File: src/acpm_pkg.sv
// Constants, types and bundles shared by the converter pair-mode block.
//
// Behaviour
// - Reserved bits of both registers read as zero and ignore writes.
// - Power bits 13..8 set converter B clock in non-simultaneous scans.
// - Second divider divides exactly like the primary for equal values.
// - Control three bits 15..12 select style of pairs A4/5, A6/7, B4/5, B6/7.
// - Control three bits 11..8 select style of pairs A0/1, A2/3, B0/1, B2/3.
// - Style bit one means unipolar, zero means fully differential.
// - Style bit acts only on differential pairs; single-ended ignore it.
// - Control three bit 6 picks DMA source: zero end of scan, one ready.
// - Sequential and simultaneous: one trigger from end of scan A or ready.
// - Non-simultaneous: zero gives separate A and B end-of-scan triggers.
package acpm_pkg;

    // ------------------------------------------------------------------
    // Register map and field layout
    // ------------------------------------------------------------------
    localparam int          ACPM_ADDR_W        = 8;
    localparam int          ACPM_DATA_W        = 16;
    localparam logic [7:0]  ACPM_OFF_PWR_TWO   = 8'h53;
    localparam logic [7:0]  ACPM_OFF_CTRL_THREE = 8'h54;
    localparam int          ACPM_DIV_W         = 6;
    localparam int          ACPM_DIV_LSB       = 8;
    localparam int          ACPM_PAIRS         = 8;
    localparam int          ACPM_PAIR_LSB      = 8;
    localparam int          ACPM_DMA_SEL_BIT   = 6;
    localparam int          ACPM_CNT_W         = 7;

    // ------------------------------------------------------------------
    // Reset values
    // ------------------------------------------------------------------
    localparam logic [5:0]  ACPM_RST_DIV       = 6'h00;
    localparam logic [7:0]  ACPM_RST_PAIR_SEL  = 8'h00;
    localparam logic        ACPM_RST_DMA_SEL   = 1'b0;

    // Scan mode class reported by the scan sequencer.
    typedef enum logic [1:0] {
        ACPM_SCAN_SEQ        = 2'b00,
        ACPM_SCAN_PAR_SIM    = 2'b01,
        ACPM_SCAN_PAR_NONSIM = 2'b10
    } acpm_scan_e;

    // Register port request from software.
    typedef struct packed {
        logic [7:0]  addr;
        logic [15:0] wdata;
        logic        write;
        logic        read;
    } acpm_bus_req_s;

    // State of one conversion clock divider.
    typedef struct packed {
        logic [6:0] cnt;
        logic       tick;
    } acpm_div_state_s;

    // State of the register and steering logic.
    typedef struct packed {
        logic [5:0]  converter_b_clock_divisor;
        logic [7:0]  pair_select;
        logic        dma_trigger_select;
        logic [15:0] rdata;
        logic [7:0]  pair_unipolar;
        logic [7:0]  pair_fully_diff;
        logic        dma_req_a;
        logic        dma_req_b;
    } acpm_state_s;

endpackage : acpm_pkg

File: src/acpm_top.sv
// Pair-mode, converter B clock and DMA trigger select logic.
`timescale 1ns/100ps
`default_nettype none
module acpm_top (
    input  wire logic                   clock,
    input  wire logic                   reset_n,
    input  wire acpm_pkg::acpm_bus_req_s bus_req,
    output var  logic [15:0]            rdata,
    input  wire acpm_pkg::acpm_scan_e   scan_mode,
    input  wire logic [5:0]             primary_clock_divisor,
    input  wire logic [7:0]             pair_config_diff,
    input  wire logic                   end_of_scan_irq_a,
    input  wire logic                   end_of_scan_irq_b,
    input  wire logic                   ready_flags_event,
    output var  logic                   conv_a_clk_en,
    output var  logic                   conv_b_clk_en,
    output var  logic [7:0]             pair_unipolar,
    output var  logic [7:0]             pair_fully_diff,
    output var  logic                   dma_req_a,
    output var  logic                   dma_req_b
);
    import acpm_pkg::*;

    // ------------------------------------------------------------------
    // Declarations
    // ------------------------------------------------------------------
    acpm_state_s st_q;
    acpm_state_s st_d;
    logic        nonsim;
    logic        tick_primary;
    logic        tick_second;
    logic [5:0]  second_divisor;

    // Only non-simultaneous parallel scans split the converter clocks.
    assign nonsim = (scan_mode == ACPM_SCAN_PAR_NONSIM);

    // ------------------------------------------------------------------
    // Conversion clock dividers
    // ------------------------------------------------------------------

    // Primary divider feeds converter A always, and B in shared modes.
    acpm_clk_div u_div_primary (
        .clock   (clock),
        .reset_n (reset_n),
        .divisor (primary_clock_divisor),
        .run     (1'b1),
        .tick    (tick_primary)
    );

    assign second_divisor = st_q.converter_b_clock_divisor;

    // second divider idles
    // Holding it stopped outside the split mode keeps its phase fresh for
    // the next non-simultaneous scan instead of a stale half period.
    acpm_clk_div u_div_second (
        .clock   (clock),
        .reset_n (reset_n),
        .divisor (second_divisor),
        .run     (nonsim),
        .tick    (tick_second)
    );

    assign conv_a_clk_en = tick_primary;
    assign conv_b_clk_en = nonsim ? tick_second : tick_primary;

    // ------------------------------------------------------------------
    // Register port, pair style and DMA trigger steering
    // ------------------------------------------------------------------

    // Next-state logic for registers, read data and steered outputs.
    always_comb begin
        st_d = st_q;
        st_d.rdata = '0;

        // Register writes; reserved bits are simply not stored.
        if (bus_req.write) begin
            unique case (bus_req.addr)
                ACPM_OFF_PWR_TWO: begin
                    st_d.converter_b_clock_divisor =
                        bus_req.wdata[ACPM_DIV_LSB +: ACPM_DIV_W];
                end
                ACPM_OFF_CTRL_THREE: begin
                    st_d.pair_select[7:4] =
                        bus_req.wdata[ACPM_PAIR_LSB + 4 +: 4];
                    st_d.pair_select[3:0] =
                        bus_req.wdata[ACPM_PAIR_LSB +: 4];
                    st_d.dma_trigger_select =
                        bus_req.wdata[ACPM_DMA_SEL_BIT];
                end
                default: begin
                end
            endcase
        end

        // Register reads; unmapped addresses and reserved bits give zero.
        if (bus_req.read) begin
            unique case (bus_req.addr)
                ACPM_OFF_PWR_TWO: begin
                    st_d.rdata[ACPM_DIV_LSB +: ACPM_DIV_W] =
                        st_q.converter_b_clock_divisor;
                end
                ACPM_OFF_CTRL_THREE: begin
                    st_d.rdata[ACPM_PAIR_LSB +: ACPM_PAIRS] =
                        st_q.pair_select;
                    st_d.rdata[ACPM_DMA_SEL_BIT] = st_q.dma_trigger_select;
                end
                default: begin
                end
            endcase
        end

        st_d.pair_unipolar   = pair_config_diff & st_q.pair_select;
        st_d.pair_fully_diff = pair_config_diff & ~st_q.pair_select;

        // Request lines are registered so the DMA sees glitch-free levels;
        // the cost is one cycle of latency after the source event.
        st_d.dma_req_a = 1'b0;
        st_d.dma_req_b = 1'b0;
        unique case (scan_mode)
            ACPM_SCAN_SEQ, ACPM_SCAN_PAR_SIM: begin
                st_d.dma_req_a = st_q.dma_trigger_select ?
                                 ready_flags_event : end_of_scan_irq_a;
            end
            ACPM_SCAN_PAR_NONSIM: begin
                if (st_q.dma_trigger_select) begin
                    st_d.dma_req_a = ready_flags_event;
                end else begin
                    st_d.dma_req_a = end_of_scan_irq_a;
                    st_d.dma_req_b = end_of_scan_irq_b;
                end
            end
            default: begin
                // An undefined mode code raises no request at all.
            end
        endcase
    end

    // State register; every control bit has a defined reset value.
    always_ff @(posedge clock) begin
        if (!reset_n) begin
            st_q <= '0;
            st_q.converter_b_clock_divisor <= ACPM_RST_DIV;
            st_q.pair_select               <= ACPM_RST_PAIR_SEL;
            st_q.dma_trigger_select        <= ACPM_RST_DMA_SEL;
        end else begin
            st_q <= st_d;
        end
    end

    // ------------------------------------------------------------------
    // Outputs
    // ------------------------------------------------------------------

    // All data outputs come straight from the state register.
    assign rdata           = st_q.rdata;
    assign pair_unipolar   = st_q.pair_unipolar;
    assign pair_fully_diff = st_q.pair_fully_diff;
    assign dma_req_a       = st_q.dma_req_a;
    assign dma_req_b       = st_q.dma_req_b;

    // ------------------------------------------------------------------
    // Assertions
    // ------------------------------------------------------------------

    a_rsvd_pwr_read: assert property (@(posedge clock)
        disable iff (!reset_n)
        (bus_req.read && bus_req.addr == ACPM_OFF_PWR_TWO)
            |=> (rdata[15:14] == 2'b00 && rdata[7:0] == 8'h00))
        else $error("reserved power register bits read nonzero");

    a_rsvd_ctrl_read: assert property (@(posedge clock)
        disable iff (!reset_n)
        (bus_req.read && bus_req.addr == ACPM_OFF_CTRL_THREE)
            |=> (rdata[7] == 1'b0 && rdata[5:0] == 6'h00))
        else $error("reserved control register bits read nonzero");

    a_div_write_read: assert property (@(posedge clock)
        disable iff (!reset_n)
        (bus_req.write && bus_req.addr == ACPM_OFF_PWR_TWO)
            ##1 (bus_req.read && bus_req.addr == ACPM_OFF_PWR_TWO
                 && !bus_req.write)
            |=> (rdata[13:8] == $past(bus_req.wdata[13:8], 2)))
        else $error("converter B divisor not read back as written");

    a_pair_write_read: assert property (@(posedge clock)
        disable iff (!reset_n)
        (bus_req.write && bus_req.addr == ACPM_OFF_CTRL_THREE)
            ##1 (bus_req.read && bus_req.addr == ACPM_OFF_CTRL_THREE
                 && !bus_req.write)
            |=> (rdata[15:8] == $past(bus_req.wdata[15:8], 2)
                 && rdata[6] == $past(bus_req.wdata[6], 2)))
        else $error("control three fields not read back as written");

    a_style_exclusive: assert property (@(posedge clock)
        disable iff (!reset_n)
        (pair_unipolar & pair_fully_diff) == 8'h00)
        else $error("a pair shows both differential styles");

    a_single_ended: assert property (@(posedge clock)
        disable iff (!reset_n)
        ##1 ((pair_unipolar | pair_fully_diff)
             == $past(pair_config_diff)))
        else $error("style outputs do not follow differential pairs");

    a_lower_pair_effect: assert property (@(posedge clock)
        disable iff (!reset_n)
        (bus_req.write && bus_req.addr == ACPM_OFF_CTRL_THREE
         && bus_req.wdata[8] && pair_config_diff[0])
            ##1 pair_config_diff[0]
            |=> pair_unipolar[0])
        else $error("pair A0/A1 did not turn unipolar after write");

    a_dma_ready_src: assert property (@(posedge clock)
        disable iff (!reset_n)
        (st_q.dma_trigger_select && ready_flags_event
         && scan_mode != 2'b11)
            |=> dma_req_a)
        else $error("ready flags did not raise the DMA request");

    a_dma_single: assert property (@(posedge clock)
        disable iff (!reset_n)
        (scan_mode == ACPM_SCAN_SEQ || scan_mode == ACPM_SCAN_PAR_SIM)
            |=> (!dma_req_b && dma_req_a ==
                 ($past(st_q.dma_trigger_select) ?
                  $past(ready_flags_event) : $past(end_of_scan_irq_a))))
        else $error("shared-mode DMA trigger has wrong source");

    a_dma_split: assert property (@(posedge clock)
        disable iff (!reset_n)
        (nonsim && !st_q.dma_trigger_select)
            |=> (dma_req_a == $past(end_of_scan_irq_a)
                 && dma_req_b == $past(end_of_scan_irq_b)))
        else $error("split-mode DMA triggers do not follow end of scan");

    // B follows primary outside split mode
    a_b_clk_shared: assert property (@(posedge clock)
        disable iff (!reset_n)
        !nonsim |-> (conv_b_clk_en == conv_a_clk_en && !tick_second))
        else $error("converter B clock not from primary divider");

    // B clock from second divider in split mode
    a_b_clk_split: assert property (@(posedge clock)
        disable iff (!reset_n)
        nonsim |-> (conv_b_clk_en == tick_second))
        else $error("converter B clock not from second divider");

endmodule : acpm_top
`default_nettype wire

File: src/acpm_clk_div.sv
// Conversion clock divider producing a one-cycle enable pulse.
`timescale 1ns/100ps
`default_nettype none
module acpm_clk_div (
    input  wire logic       clock,
    input  wire logic       reset_n,
    input  wire logic [5:0] divisor,
    input  wire logic       run,
    output var  logic       tick
);
    import acpm_pkg::*;

    acpm_div_state_s st_q;
    acpm_div_state_s st_d;
    logic [6:0]      limit;

    // Period is 2*(divisor+1) cycles; the same rule serves both dividers.
    assign limit = {divisor, 1'b1};

    always_comb begin
        st_d = st_q;
        st_d.tick = 1'b0;
        if (!run) begin
            st_d.cnt = '0;
        end else if (st_q.cnt >= limit) begin
            st_d.cnt  = '0;
            st_d.tick = 1'b1;
        end else begin
            st_d.cnt = st_q.cnt + 7'h01;
        end
    end

    // State register.
    always_ff @(posedge clock) begin
        if (!reset_n) begin
            st_q <= '0;
        end else begin
            st_q <= st_d;
        end
    end

    // Gating by run drops a pulse launched in the last cycle before a stop,
    // so a stopped divider never leaks an enable into the next mode.
    assign tick = st_q.tick & run;

    // Helper: cycles since last pulse while divisor and run stay put.
    logic [7:0] gap_q;
    logic       seen_q;
    logic [5:0] div_q;
    always_ff @(posedge clock) begin
        if (!reset_n) begin
            gap_q  <= 8'h00;
            seen_q <= 1'b0;
            div_q  <= 6'h00;
        end else begin
            div_q  <= divisor;
            gap_q  <= st_q.tick ? 8'h00 : gap_q + 8'h01;
            if (!run || divisor != div_q) begin
                seen_q <= 1'b0;
            end else if (st_q.tick) begin
                seen_q <= 1'b1;
            end
        end
    end

    a_div_period: assert property (@(posedge clock) disable iff (!reset_n)
        (st_q.tick && seen_q && run && divisor == div_q)
            |-> (gap_q == {1'b0, limit}))
        else $error("divider pulse spacing differs from 2*(divisor+1)");

endmodule : acpm_clk_div
`default_nettype wire

File: config.mk
export PLATFORM = sky130hd
export DESIGN_NAME = acpm_top
export DESIGN_NICKNAME = d
export VERILOG_FILES = /design/src/acpm_pkg.sv /design/src/acpm_top.sv /design/src/acpm_clk_div.sv
export SDC_FILE = /design/constraint.sdc
export NUM_CORES = 1
export LEC_CHECK = 0
export ABC_CLOCK_PERIOD_IN_PS = 1450
export BUFFER_PORTS_ARGS = -buffer_cell sky130_fd_sc_hd__buf_4
export CORE_MARGIN = 2
export CORE_UTILIZATION = 46
export CTS_CLUSTER_DIAMETER = 50
export CTS_CLUSTER_SIZE = 20
export DETAILED_ROUTE_END_ITERATION = 10
export GPL_TIMING_DRIVEN = 0
export PLACE_DENSITY = 0.86
export SKIP_LAST_GASP = 1
export SLEW_MARGIN = 20
export SYNTH_ARGS = -nofsm -noshare
export SYNTH_HDL_FRONTEND = slang
export SYNTH_HIERARCHICAL = 1
export SYNTH_SLANG_ARGS = --single-unit
File: constraint.sdc
create_clock -name clock -period 1.45 [get_ports clock]
set_input_delay 0.29 -clock clock [delete_from_list [all_inputs] [get_ports clock]]
set_output_delay 0.29 -clock clock [all_outputs]
set_load 0.02 [all_outputs]
* Word level (Yosys, flattened, before mapping)
Index checks and enable logic that the tools add are counted.
Widths: inputs -> output; s select.
** Operators by class
- $add $sub $neg :: 2
- Order comparisons :: 2
- Equality and inequality tests :: 4
- Muxes and demuxes :: 5
- Bitwise logic cells :: 6
- Reductions and logical operators :: 11
** Operators with widths (number)
- $and 8x8->8 :: 2
- $eq 8x7->1 const B :: 2
- $add 7x1->7 const B :: 2
- $ge 7x7->1 :: 2
- $pmux 6 s2 :: 1
- $reduce_and 2->1 :: 5
- $reduce_or 3->1 :: 3
- $not 8->8 :: 1
- $mux 1 :: 4
- $reduce_and 3->1 :: 1
- $eq 2x1->1 const B :: 1
- $eq 2x2->1 const B :: 1
- $logic_not 2->1 :: 1
- $not 1->1 :: 2
- $reduce_or 2->1 :: 1
- $and 1x1->1 :: 1
** Word-level totals
- Register bits :: 65
- Output and inout port bits :: 36
- Word-level logic and storage cells :: 44

* Logic depth before layout (Yosys ltp)
Gate-level depths: netlist of the first run.
- Word-level depth :: 3
- Depth in mapped cells :: 5
- Mapped depth without buffers :: 5

* Hierarchy
The synthesis of the first run kept the hierarchy.
** By module, submodules not included
- acpm_top :: times used 1, cells an instance 177, area each 1701.6 um2, sequential area each 840.8 um2
- acpm_clk_div :: times used 2, cells an instance 51, area each 469.2 um2, sequential area each 160.2 um2

* Worst setup path after synthesis of the first run
No wires, ideal clock.
- Kind :: reg2reg
- Start :: reg st_q, in the netlist second_divisor[0]
- End :: reg u_div_second/st_q[0] in the netlist's numbering
- Arrival :: 1.316 ns
- Required time :: 1.391 ns
- Path slack :: 0.076 ns
- Cell stages (with the launch flop) :: 6
- Path buffers :: 0
- Cell sequence :: dfxtp_1 > inv_1 > ha_1 > a211oi_2 > nor4_4 > o211a_1
** Between the ends
- Cells in the longest elaborated chain, start to end :: 2
** Ends and longest elaborated chain
- start: declaration :: RTL line acpm_top.sv:27 : acpm_state_s st_q;
- start signal: assignment :: RTL line acpm_top.sv:146 : st_q <= st_d;
- $ge 7x7->1 :: RTL line acpm_clk_div.sv:25 : end else if (st_q.cnt >= limit) begin
- $mux 1 :: RTL line acpm_clk_div.sv:25
- end signal: assignment :: RTL line acpm_clk_div.sv:38 : st_q <= st_d;
- end: declaration :: RTL line acpm_clk_div.sv:13 : acpm_div_state_s st_q;
Every way passes these cells.
A chain may end at the register's enable or synchronous reset.

* Worst setup path in the final report of the first run
- Start :: reg st_q, in the netlist second_divisor[0]
- End :: reg u_div_second/st_q[6] in the netlist's numbering
** Between the ends
- Cells in the longest elaborated chain, start to end :: 2
** Ends and longest elaborated chain (RTL line)
- $ge 7x7->1 :: acpm_clk_div.sv:25
- $reduce_or 3->1 (no line)
Every way passes these cells.

==> metrics, run 1 <==
status finished with violations; failing checks setup timing; Yosys reg bits 58; Synth Area in XOR/XNOR 0.0199; Filler cells 415; Cell variety after synth 36; root buf cell clkbuf_8; simple-gate area share of the yosys netlist 0.213; post-detailed-route count of antenna-violating nets 0; final std cells w/o fill 451; crit share post-route 1.02; Worst Tran Pin Value 0.596 ns; share of power burned in registers 0.447; die extent in x 79.8 µm; YS warnings 6; Max Fanout on Critical Path 3; Rel. slew slack 0.603; post-DR wirelength/cell 14.1 µm; Critical Path Start Type flip-flop; Die Ht 79.8 µm; Die ar. 0.00636 mm²; GRT Overall Usage 0.198; RSZ-0062 raised after global routing true; Inst Count DP 427; crit-path cells inv_2 -> ha_4 -> a211oi_4 -> nor4_4 -> buf_4 -> a211oi_2; Clock transition at path regs 0.06 ns; number of setup violations in the final report 2; Starting DRT DRC Count 85; largest net degree at the start of global routing 11; Max Cap Viol 0; slowest stage cell, crit path dfxtp_2; pwr/cell area 950 mW/mm²; largest family of logic cells by synthesized area simple AND/OR/NAND/NOR gates; vias per cell 5.00; Compound-Gate Fraction of Synth Area 0.0711; Cells after Synth 279; Initial Util 0.477; mux share of post-synthesis cell area 0.0649; WP buf/inv 2; Leak 0.00184 µW; footprint of the multi-input gates 0.00143 mm²; GRT overflow 0; HP Class input pin to flip-flop; Peak VDD IR 606 µV; fin crit period 1.48 ns; commonest non-fill, non-tap cell in the layout buf_4; Avg Inst Size Synth 9.46 µm²; CP top delay family compound AO/OA/AOI/OAI gates; vias in the first global route 2191; Layout area overhead 44.9%; P_int 2840 µW; I/O pin count 83; 1st-pass router iterations 5; worst setup path class flip-flop to flip-flop; Remaining DRCs 0; CTS tree done; layout cell share with drive strength beyond 1 0.480; overall power 3630 µW; Via Count 2254; Gate power share 0.090; Post-DP HPWL 4200 µm; Final Worst Setup Slack -0.0255 ns; HP Start pair_config_diff[4]; Synth Cell Area 0.00264 mm²; final core occ 0.691; Min Hold Slack 0.171 ns; Clock Sinks 58; CP Launch Point second_divisor[0]; CP required 1.70 ns; cts bufs inserted 9; depth of the CTS H-tree 3; hold_buf cts 0; Cell Rows 27; Max clock buf depth 2; CP peak stage delay 0.33 ns; fmax 0.678 GHz; first-pass GRT wire length 9600 µm; GPL Wtd Cong 0.834; post-synthesis sequential area ratio 0.440; switching share of power 0.218; placeable core area 0.00554 mm²; PortBufs 68; routed wire length 6380 µm; most frequent cells in the layout buf_4, dfxtp_1, nand2_1; # diodes 0; arrival time at the worst endpoint 1.72 ns; Psw 792 µW; initial antenna violation count 0; final setup skew 0.00981 ns; # nets final 435; adder-cell area share of the yosys netlist 0.0664; Reg-to-Reg Start second_divisor[0]; Pins Over Slew Limit 0; CP Capture Type flip-flop; total negative slack -0.0359 ns; final number of hold-violating endpoints 0; FF+latch area 0.00118 mm²; clock power share 0.463; Worst-Skew Late Latency 0.34 ns
final timing paths:
path | endpoint | slack [ns] | cells after the start
setup / recovery | u_div_second/st_q[6] | -0.03 | 6
hold / removal | pair_fully_diff[4] | 0.17 | 3
setup reg to reg | u_div_second/st_q[6] | -0.03 | 6
hold reg to reg | pair_fully_diff[7] | 0.46 | 1
registers in the layout (all words and copies together), names as in the netlist:
register / count
st_q: 9
pair_unipolar: 8
dma_req_a: 1
pair_fully_diff: 8
u_div_primary/st_q: 8
u_div_second/st_q: 8
dma_req_b: 1
rdata: 9
second_divisor: 6
worst min-delay path, cell delays in order:
cell and delay [ns]:
buf_4 0.08, nand2_1 0.04, nor2_1 0.07
power by group through the flow:
stage	sequential (µW)	clock, µW	combinational (µW)
detailed placement	1660	0	287
floorplan	1660	0	150
CTS	1620	1700	305
finish	1630	1680	326
global placement	1660	0	279
global route	1630	1780	352
cell type report:
class	count	area share
buffer	39	0.0726
clock buffer	12	0.0405
clock inverter	4	0.0193
inverter	12	0.0118
multi-input combinational	178	0.374
sequential	58	0.308
tap	72	0.0235
timing repair buffer	76	0.150
metrics by stage:
stage / setup WS [ns] / area, µm²
after global routing: -0.0509 / 3830
final: -0.0255 / 3830
after CTS: -0.0212 / 3630
after global placement: -0.121 / 3270
after detailed placement: -0.132 / 3270
after floorplan: 0.0755 / 2670
metal layers:
metal | track usage | up-vias | part of all wire
met3 | 0.0701 | 10 | 0.069
met2 | 0.345 | 79 | 0.52
met5 | 0 | - | 0
li1 | - | 1091 | -
met4 | 0.0847 | 0 | 0.014
met1 | 0.219 | 1074 | 0.39
synth_stat cells:
cell type	n	area (µm²)
or3_1	4	25.0
nor2_1	18	67.6
ha_1	14	175
conb_1	2	7.51
dfxtp_1	58	1160
xnor2_1	2	17.5
nor4_4	2	42.5
and2b_1	1	7.51
a211oi_2	2	25.0
nor3b_4	1	18.8
and3b_2	1	10.0
a22oi_1	6	45.0
nand3_1	7	35.0
and3_1	8	50.1
and2_1	2	12.5
nor3b_1	2	15.0
and3_2	3	22.5
a21oi_1	4	20.0
inv_1	12	45.0
nor3_1	8	40.0
buf_6	1	11.3
mux2i_1	16	160
nand3_2	2	20.0
o21ai_0	6	30.0
and4bb_2	1	12.5
clkbuf_1	5	18.8
mux2_2	1	11.3
and4b_1	1	10.0
a211oi_1	4	30.0
nor2b_1	1	6.26
nand2_1	42	158
buf_4	33	248
o211a_1	2	20.0
nand4b_1	1	8.76
xor2_1	4	35.0
o2111ai_1	2	17.5
logic make-up (layout without fill, tap and decap cells):
logic type,Yosys count,count (layout)
compound gates,26,26
xor+xnor,6,6
fa+ha+maj,14,14
buf+inv,51,143
flops,58,58
mux,17,17
other cells,2,10
simple gates,105,105
timing repair:
item	in CTS	in global routing
resized for setup	18	38
endpoints found under the setup margin	17	17
pin swaps	7	15
buffers inserted	7	2
No activity file was read; power rests on OpenSTA's default activity.
==> run 2: changes to the inputs <==
--- a/config.mk
+++ b/config.mk
@@ -12,11 +12,12 @@
 export CTS_CLUSTER_DIAMETER = 50
 export CTS_CLUSTER_SIZE = 20
 export DETAILED_ROUTE_END_ITERATION = 10
-export GPL_TIMING_DRIVEN = 0
 export PLACE_DENSITY = 0.86
+export RECOVER_POWER = 100
 export SKIP_LAST_GASP = 1
 export SLEW_MARGIN = 20
 export SYNTH_ARGS = -nofsm -noshare
 export SYNTH_HDL_FRONTEND = slang
 export SYNTH_HIERARCHICAL = 1
 export SYNTH_SLANG_ARGS = --single-unit
+export TNS_END_PERCENT = 10
==> metrics, run 2 (same netlist as run 1, synthesis figures left out) <==
status finished with violations (unchanged); failing checks setup timing (unchanged); Final Worst Setup Slack -0.0651 ns (was -0.0255 ns); CP top delay family compound AO/OA/AOI/OAI gates (unchanged); Via Count 2006 (was 2254); # nets final 400 (was 435); fmax 0.660 GHz (was 0.678 GHz); PortBufs 68 (unchanged); first-pass GRT wire length 8340 µm (was 9600 µm); Layout area overhead 23.2% (was 44.9%); cts bufs inserted 9 (unchanged); Max clock buf depth 2 (unchanged); Filler cells 503 (was 415); vias in the first global route 1929 (was 2191); Rel. slew slack 0.584 (was 0.603); Cell Rows 27 (unchanged); footprint of the multi-input gates 0.00123 mm² (was 0.00143 mm²); CP required 1.68 ns (was 1.70 ns); Die ar. 0.00636 mm² (unchanged); Reg-to-Reg Start second_divisor[0] (unchanged); final std cells w/o fill 415 (was 451); Min Hold Slack 0.166 ns (was 0.171 ns); Starting DRT DRC Count 52 (was 85); GPL Wtd Cong 0.769 (was 0.834); pre-CTS WS -0.150 ns (was -0.132 ns); die extent in x 79.8 µm (unchanged); CP Capture Type flip-flop (unchanged); post-DR wirelength/cell 12.6 µm (was 14.1 µm); most frequent cells in the layout dfxtp_1, buf_4, nand2_1 (was buf_4, dfxtp_1, nand2_1); Post-DP HPWL 3820 µm (was 4200 µm); 1st-pass router iterations 4 (was 5); largest net degree at the start of global routing 34 (was 11); crit share post-route 1.04 (was 1.02); WP buf/inv 2 (unchanged); Initial Util 0.477 (unchanged); Pins Over Slew Limit 0 (unchanged); Die Ht 79.8 µm (unchanged); number of setup violations in the final report 7 (was 2); arrival time at the worst endpoint 1.75 ns (was 1.72 ns); placeable core area 0.00554 mm² (unchanged); CP peak stage delay 0.33 ns (about the same); crit-path cells inv_1 -> ha_1 -> a211oi_2 -> nor4_4 -> buf_4 -> o211a_1 (was inv_2 -> ha_4 -> a211oi_4 -> nor4_4 -> buf_4 -> a211oi_2); HP Class input pin to flip-flop (unchanged); routed wire length 5230 µm (was 6380 µm); Clock transition at path regs 0.07 ns (was 0.06 ns); Leak 0.00152 µW (was 0.00184 µW); fin crit period 1.52 ns (was 1.48 ns); FF+latch area 0.00116 mm² (was 0.00118 mm²); final number of hold-violating endpoints 0 (unchanged); vias per cell 4.83 (was 5.00); GRT overflow 0 (unchanged); initial antenna violation count 0 (unchanged); HP Start pair_config_diff[1] (was pair_config_diff[4]); final core occ 0.587 (was 0.691); RSZ-0062 raised after global routing true (unchanged); root buf cell clkbuf_8 (unchanged); pwr/cell area 1080 mW/mm² (was 950 mW/mm²); CTS tree done (unchanged); Max Cap Viol 0 (unchanged); final setup skew 0.00763 ns (was 0.00981 ns); Inst Count DP 399 (was 427); I/O pin count 83 (unchanged); Remaining DRCs 0 (unchanged); Worst-Skew Late Latency 0.34 ns (about the same); total negative slack -0.234 ns (was -0.0359 ns); commonest non-fill, non-tap cell in the layout dfxtp_1 (was buf_4); Clock Sinks 58 (unchanged); depth of the CTS H-tree 3 (unchanged); Max Fanout on Critical Path 8 (was 3); CP Launch Point second_divisor[0] (unchanged); Critical Path Start Type flip-flop (unchanged); layout cell share with drive strength beyond 1 0.245 (was 0.480); GRT Overall Usage 0.172 (was 0.198); Worst Tran Pin Value 0.622 ns (was 0.596 ns); slowest stage cell, crit path dfxtp_1 (was dfxtp_2); worst setup path class flip-flop to flip-flop (unchanged); # diodes 0 (unchanged); Peak VDD IR 702 µV (was 606 µV); post-detailed-route count of antenna-violating nets 0 (unchanged)
-- run 2: final cells by class --
class,instances,share of cell area
clock inverter,5,0.0242
tap,72,0.0277
multi-input combinational,178,0.380
clock buffer,10,0.0423
timing repair buffer,80,0.155
inverter,12,0.0139
sequential,58,0.357
-- run 2: per-stage QoR --
step	power, µW	area [µm²]
final	3500	3250
after global routing	3630	3250
after CTS	3540	3310
after detailed placement	1920	3090
after global placement	1910	3090
after floorplan	1810	2670
-- run 2: what timing repair did --
item | in CTS | in global routing
setup endpoints to repair | 17 | 17
gates resized for setup | 1 | 9
hold buffers | 0 | 0
pin swaps | 0 | 3
setup buffers | 0 | 1
-- run 2: worst paths after layout --
path,endpoint,depth (start not counted),slack (ns)
setup / recovery,u_div_second/st_q[0],6,-0.07
hold / removal,pair_fully_diff[1],3,0.17
setup reg to reg,u_div_second/st_q[0],6,-0.07
hold reg to reg,pair_fully_diff[0],1,0.45
-- run 2: report_power, final --
group	switching (µW)	internal [µW]	total, µW	leakage (µW)
Combinational	133	119	253	0.000935
Sequential	9.16	1610	1620	0.000470
Clock	623	1000	1620	0.000112
Total	766	2730	3500	0.00152
-- run 2: tightest hold or removal path, stage by stage --
cell and delay, ns:
buf_4 0.08, nand2_1 0.04, nor2_1 0.07
-- run 2: routing by layer --
metal  global-route usage  routed length (µm)  up-vias
met1                0.198                2180      906
li1                     -                   -     1029
met2                0.282                2550       64
met3               0.0600                 380        7
met5                    0                   0        -
met4               0.0898                 119        0
